--- config.mk ---
export PLATFORM = sky130hd
export DESIGN_NAME = sense_ctrl
export DESIGN_NICKNAME = d
export VERILOG_FILES = /design/src/sense_ctrl_pkg.sv /design/src/sense_ctrl.sv
export VERILOG_INCLUDE_DIRS = /design/src
export SDC_FILE = /design/constraint.sdc
export NUM_CORES = 1
export LEC_CHECK = 0
export ABC_CLOCK_PERIOD_IN_PS = 1800
export BUFFER_PORTS_ARGS = -buffer_cell sky130_fd_sc_hd__buf_2
export CORE_AREA = 2 2 39 41
export CTS_CLUSTER_DIAMETER = 200
export CTS_CLUSTER_SIZE = 8
export DETAILED_ROUTE_END_ITERATION = 16
export DIE_AREA = 0 0 41 43
export PLACE_DENSITY = 0.79
export SYNTH_ARGS = -nofsm -noshare
export SYNTH_HDL_FRONTEND = slang
export SYNTH_SLANG_ARGS = --single-unit
--- constraint.sdc ---
create_clock -name i_clk -period 1.8 [get_ports i_clk]
set_clock_uncertainty 0.15 [all_clocks]
set_input_delay 0.36 -clock i_clk [delete_from_list [all_inputs] [get_ports i_clk]]
set_output_delay 0.36 -clock i_clk [all_outputs]
set_load 0.01 [all_outputs]
--- src/sense_ctrl_consts.svh ---
// Constants for the sense channel controller
`ifndef SENSE_CTRL_CONSTS_SVH
`define SENSE_CTRL_CONSTS_SVH
`define SEL_HIGHZ 3'h0
`define SEL_OVERTEMP 3'h7
`define SEL_CH_MIN 3'h1
`define SEL_CH_MAX 3'h6
`define SETUP_TIME_NS 100
`define CLK_PERIOD_NS 50
`define SETUP_CYCLES ((`SETUP_TIME_NS + `CLK_PERIOD_NS - 1) / `CLK_PERIOD_NS)
`define CNT_W 4
`endif

--- src/sense_ctrl_pkg.sv ---
// Types for the sense channel controller
package sense_ctrl_pkg;
	typedef enum logic [1:0]
	{
		ST_IDLE = 2'h0,
		ST_SETUP = 2'h1,
		ST_SUPPLY = 2'h3,
		ST_RELEASE = 2'h2
	} ctrl_state_type;
endpackage

--- src/sense_ctrl.sv ---
// Controller that drives the switch-sense interface select pins
`timescale 1ns/1ps
`default_nettype none
`include "sense_ctrl_consts.svh"
// Functional notes
// - Select pin 0 is the leftmost code bit; channel 1 is 001b.
// - Drive channel code with enable low, then raise enable and hold.
// - Start with all select and enable pins low.
// - Release the shared line by returning select pins to 000b.
module sense_ctrl
	import sense_ctrl_pkg::*;
(
	input wire logic i_clk,
	input wire logic i_reset,
	input wire logic i_start,
	input wire logic [2:0] i_supply_channel,
	input wire logic i_current_mode,
	input wire logic i_measure_valid,
	input wire logic [2:0] i_measure_channel,
	input wire logic i_stop,
	output logic o_busy,
	output logic o_supplying,
	output logic o_sel0,
	output logic o_sel1,
	output logic o_sel2,
	output logic o_enable,
	output logic o_meas_mode_select
);
	ctrl_state_type state_reg, state_next;
	logic [2:0] sel_reg, sel_next;
	logic en_reg, en_next;
	logic mode_reg, mode_next;
	logic [`CNT_W-1:0] cnt_reg, cnt_next;

	// State decoding
	wire in_idle = (state_reg == ST_IDLE);
	wire in_setup = (state_reg == ST_SETUP);
	wire in_supply = (state_reg == ST_SUPPLY);
	wire in_release = (state_reg == ST_RELEASE);

	// Request qualification
	wire chan_low_ok = (i_supply_channel >= `SEL_CH_MIN);
	wire chan_high_ok = (i_supply_channel <= `SEL_CH_MAX);
	wire start_ok = i_start && chan_low_ok && chan_high_ok;
	wire measure_ok = i_measure_valid && !mode_reg;
	wire setup_done = (cnt_reg == `CNT_W'(`SETUP_CYCLES - 1));

	// Next state and pin values
	always_comb
	begin
		state_next = state_reg;
		sel_next = sel_reg;
		en_next = en_reg;
		mode_next = mode_reg;
		cnt_next = cnt_reg;
		unique case (state_reg)
			ST_IDLE:
			begin
				if (start_ok)
				begin
					sel_next = i_supply_channel;
					mode_next = i_current_mode;
					cnt_next = '0;
					state_next = ST_SETUP;
				end
			end
			ST_SETUP:
			begin
				cnt_next = cnt_reg + `CNT_W'(1);
				if (setup_done)
				begin
					en_next = 1'b1;
					state_next = ST_SUPPLY;
				end
			end
			ST_SUPPLY:
			begin
				if (i_stop)
				begin
					en_next = 1'b0;
					state_next = ST_RELEASE;
				end
				else if (measure_ok)
					sel_next = i_measure_channel;
			end
			ST_RELEASE:
			begin
				sel_next = `SEL_HIGHZ;
				state_next = ST_IDLE;
			end
		endcase
	end

	// State register
	always_ff @(posedge i_clk)
	begin
		if (i_reset)
			state_reg <= ST_IDLE;
		else
			state_reg <= state_next;
	end

	// Select pin register
	always_ff @(posedge i_clk)
	begin
		if (i_reset)
			sel_reg <= `SEL_HIGHZ;
		else
			sel_reg <= sel_next;
	end

	// Enable pin register
	always_ff @(posedge i_clk)
	begin
		if (i_reset)
			en_reg <= 1'b0;
		else
			en_reg <= en_next;
	end

	// Mode pin register
	always_ff @(posedge i_clk)
	begin
		if (i_reset)
			mode_reg <= 1'b0;
		else
			mode_reg <= mode_next;
	end

	// Setup counter
	always_ff @(posedge i_clk)
	begin
		if (i_reset)
			cnt_reg <= '0;
		else
			cnt_reg <= cnt_next;
	end

	// Pin mapping
	assign o_sel0 = sel_reg[2];
	assign o_sel1 = sel_reg[1];
	assign o_sel2 = sel_reg[0];
	assign o_enable = en_reg;
	assign o_meas_mode_select = mode_reg;

	// Status outputs
	assign o_busy = !in_idle;
	assign o_supplying = in_supply;

	// Assertions
	enable_after_setup_a: assert property (@(posedge i_clk) disable iff (i_reset)
		$rose(en_reg) |-> ($past(sel_reg) == sel_reg) && $past(state_reg) == ST_SETUP)
		else $error("enable rose without stable setup");
	reset_idle_a: assert property (@(posedge i_clk) $past(i_reset) |-> !en_reg && sel_reg == `SEL_HIGHZ)
		else $error("pins not low after reset");
	release_zero_a: assert property (@(posedge i_clk) disable iff (i_reset)
		$fell(en_reg) |=> sel_reg == `SEL_HIGHZ && !en_reg)
		else $error("select not returned to zero");
	sel_idle_zero_a: assert property (@(posedge i_clk) disable iff (i_reset)
		state_reg == ST_IDLE |-> sel_reg == `SEL_HIGHZ && !en_reg)
		else $error("idle with pins driven");
	cm_sel_hold_a: assert property (@(posedge i_clk) disable iff (i_reset)
		en_reg && $past(en_reg) && mode_reg |-> $stable(sel_reg))
		else $error("select moved in current mode");
	bit_order_a: assert property (@(posedge i_clk) disable iff (i_reset)
		sel_reg == `SEL_CH_MIN |-> !o_sel0 && !o_sel1 && o_sel2)
		else $error("bit order wrong");
	mode_stable_a: assert property (@(posedge i_clk) disable iff (i_reset)
		en_reg |-> $stable(mode_reg))
		else $error("mode changed while supplying");
	setup_len_a: assert property (@(posedge i_clk) disable iff (i_reset)
		state_reg == ST_IDLE ##1 state_reg == ST_SETUP |-> !en_reg [*2] ##1 en_reg)
		else $error("setup length wrong");
	start_take_a: assert property (@(posedge i_clk) disable iff (i_reset)
		in_idle && start_ok |=> in_setup && sel_reg == $past(i_supply_channel) && mode_reg == $past(i_current_mode))
		else $error("start request not taken");
	start_refuse_a: assert property (@(posedge i_clk) disable iff (i_reset)
		in_idle && !start_ok |=> in_idle && !en_reg)
		else $error("refused start left idle");
	setup_clear_a: assert property (@(posedge i_clk) disable iff (i_reset)
		in_idle && start_ok |=> cnt_reg == '0)
		else $error("setup count not cleared");
	setup_sel_a: assert property (@(posedge i_clk) disable iff (i_reset)
		in_setup |-> !en_reg && sel_reg >= `SEL_CH_MIN && sel_reg <= `SEL_CH_MAX)
		else $error("setup without channel code");
	en_supply_a: assert property (@(posedge i_clk) disable iff (i_reset)
		en_reg |-> in_supply)
		else $error("enable high outside supply");
	supply_hold_a: assert property (@(posedge i_clk) disable iff (i_reset)
		in_supply && !i_stop |=> en_reg)
		else $error("enable dropped without stop");
	stop_drop_a: assert property (@(posedge i_clk) disable iff (i_reset)
		in_supply && i_stop |=> in_release && !en_reg)
		else $error("stop did not drop enable");
	release_idle_a: assert property (@(posedge i_clk) disable iff (i_reset)
		in_release |=> in_idle && sel_reg == `SEL_HIGHZ)
		else $error("release did not clear select");
	vm_measure_a: assert property (@(posedge i_clk) disable iff (i_reset)
		in_supply && !i_stop && i_measure_valid && !mode_reg |=> sel_reg == $past(i_measure_channel))
		else $error("measure channel not applied");

	// Covers
	supply_c: cover property (@(posedge i_clk) disable iff (i_reset) $rose(en_reg));
	cross_c: cover property (@(posedge i_clk) disable iff (i_reset) en_reg && !mode_reg && $changed(sel_reg));
	release_c: cover property (@(posedge i_clk) disable iff (i_reset) $fell(en_reg) ##1 state_reg == ST_IDLE);
	cm_supply_c: cover property (@(posedge i_clk) disable iff (i_reset) en_reg && mode_reg);
	refuse_c: cover property (@(posedge i_clk) disable iff (i_reset) in_idle && i_start && !start_ok);
endmodule
`default_nettype wire

==> impl_metrics.json <==
{
  "status": "finished clean",
  "end_kind": "primary output",
  "htreeDepth": 1,
  "drv_slew": 0,
  "rows": 14,
  "initialDrtViolationCount": 6,
  "syn_inst": 67,
  "hold_viol": 0,
  "seq_area_frac_synth": 0.3877,
  "place_ws_ns": -0.04300,
  "syn_to_final_growth_pct": 25.99,
  "setup_viol": 0,
  "yosys_register_bits": 11,
  "power_leakage_nw": 0.3155,
  "cts_buffers": 3,
  "syn_area_um2": 568.0,
  "start_util": 0.4105,
  "fillCellCount": 146,
  "post-cts-setup-buffers": 0,
  "hpwlAfterDp_um": 954.6,
  "fin_crit_sh": 0.9469,
  "synthDistinctLibCells": 24,
  "gp_congestion": 0.6720,
  "grt_pass1_wl_um": 2111,
  "drive_above_1_share": 0.3146,
  "dr.pass1.iters": 4,
  "via_per_inst": 5.257,
  "hold_class": "in2reg",
  "synth-compound-area-share": 0.2599,
  "yosys.area.top_type_share": 0.3877,
  "maxCapViolCount": 0,
  "vias": 552,
  "routed_wl_um": 1290,
  "worstPathMaxFanout": 15,
  "avgSynthCellArea_um2": 8.478,
  "synth_xor_xnor_area_share": 0,
  "post-route-min-period_ns": 1.704,
  "grt_pass1_vias": 499,
  "die_w_um": 41,
  "arrival_ns": 1.19,
  "clock-sinks": 11,
  "ant_nets": 0,
  "portBuffers": 18,
  "yosysWarnings": 0,
  "worstSkewPairLatency_ns": 0.26,
  "antenna_found_initial": 0,
  "fin_tns_setup_ns": 0,
  "startpoint_type": "register",
  "power_density_nw_per_um2": 804.8,
  "hold_end": "o_meas_mode_select$_SDFFE_PP0P_",
  "io_pins": 19,
  "grt_max_degree": 18,
  "cts_resized": 0,
  "rsz0062_at_grt": "false",
  "largest_reg_flops": 4,
  "rr_endpoint": "sel_reg[1]$_SDFFE_PP0P_",
  "die_y_um": 43,
  "syn-num-nets": 81,
  "cts_tree": "built",
  "wl_per_cell_um": 12.29,
  "overflow": 0,
  "worstPathRequired_ns": 1.29,
  "hold_depth": 3,
  "muxShareOfSynthArea": 0.03744,
  "synth_fa_ha_area_frac": 0.04405,
  "diodes": 0,
  "drcViolationCount": 0,
  "maxSlewHeadroom": 0.6803,
  "fmax_mhz": 586.7,
  "nets": 104,
  "ctsLongestPathBuffers": 2,
  "yosysTopAreaCell": "dfxtp_1",
  "path_clk_slew_ns": 0.07,
  "synth_edf_count": 0,
  "r2r_cells": 4,
  "async_flop_share": 0,
  "criticalPathCategory": "reg2out",
  "synth_flop_cell": "dfxtp_1",
  "hold_buffers": 0,
  "layout_setup_ws_ns": 0.09559,
  "synth_common_cells": "a21oi_1, dfxtp_1, nor2_1",
  "yosys-top-cells-area": "dfxtp_1, a21oi_1, a311oi_1",
  "tightestPinTransition_ns": 0.4789,
  "hold_ws_ns": 0.1852,
  "r2r-start": "o_meas_mode_select$_SDFFE_PP0P_",
  "synth_top_family_by_area": "compound AO/OA/AOI/OAI gates",
  "ir_drop_v": 0.0003803,
  "ff2ff_setup_slack_ns": 0.16,
  "yosys.area_share.simple": 0.2313,
  "grt_util_all_layers": 0.1739,
  "core_area_um2": 1384,
  "die_area_um2": 1763,
  "hold_start": "i_current_mode",
  "ctsRootBufferMaster": "clkbuf_4"
}
## power breakdown
part | internal, mW | switching (mW) | leakage [nW]
logic | 0.0628 | 0.0611 | 0.210
clock network | 0.0856 | 0.0816 | 0.0150
registers | 0.263 | 0.0215 | 0.0903
## critical path: stages (launching register included)
cell,delay (ns)
dfxtp_1,0.62
and2_1,0.19
buf_2,0.12
## cells by family after synthesis
| logic type | after synthesis |
|---|---|
| flops | 11 |
| mux | 2 |
| simple gates | 22 |
| fa+ha+maj | 2 |
| buf+inv | 6 |
| compound gates | 24 |
## routing by layer
metal	up-vias	part of all wire	wire length, µm	GRT usage
met2	11	0.45	575	0.2438
met4	0	0.017	22	0.1000
met1	245	0.51	657	0.2387
li1	294	-	-	-
met5	-	0	0	0
met3	2	0.027	35	0.03141
## through the flow
step | power (mW) | instance area (µm²) | utilization | std cells
2_1_floorplan | 0.3620 | 568.0 | - | 67
4_1_cts | 0.5818 | 715.7 | 0.5172 | 105
6_report | 0.5760 | 715.7 | 0.5172 | 105
3_3_place_gp | 0.4109 | 689.4 | 0.4982 | 101
3_5_place_dp | 0.4142 | 689.4 | 0.4982 | 101
5_1_grt | 0.6150 | 715.7 | 0.5172 | 105
## cell usage in the layout (no fill, tap or decap), drive strengths merged, types with 3 or more instances in the layout
cell and instances:
inv 3, a311oi 3, clkbuf 4, a21oi 11, nor2b 3, buf 21
a31oi 3, nand2 3, nor2 6, dfxtp 11, o21ai 4
## worst max-delay path by stage
stage	cells past startpoint	end	from	slack, ns
6_report	2	o_supplying	state_reg[0]$_SDFFE_PP0P_	0.1
5_1_grt	2	o_supplying	state_reg[0]$_SDFFE_PP0P_	0.01
4_1_cts	2	o_supplying	state_reg[0]$_SDFFE_PP0P_	0.1
3_5_place_dp	4	sel_reg[1]$_SDFFE_PP0P_	i_supply_channel[2]	-0.04
3_3_place_gp	5	sel_reg[1]$_SDFFE_PP0P_	i_supply_channel[2]	0.03
2_1_floorplan	4	sel_reg[0]$_SDFFE_PP0P_	i_supply_channel[2]	0.18
## cell type report
type,count,area [µm²],area share
clock buffer,4,26.28,0.03671
timing repair buffer,21,112.6,0.1573
inverter,3,11.26,0.01573
multi-input combinational,50,325.3,0.4545
tap,16,20.02,0.02797
sequential,11,220.2,0.3077
Note: power is estimated with default switching activity, not from simulation.
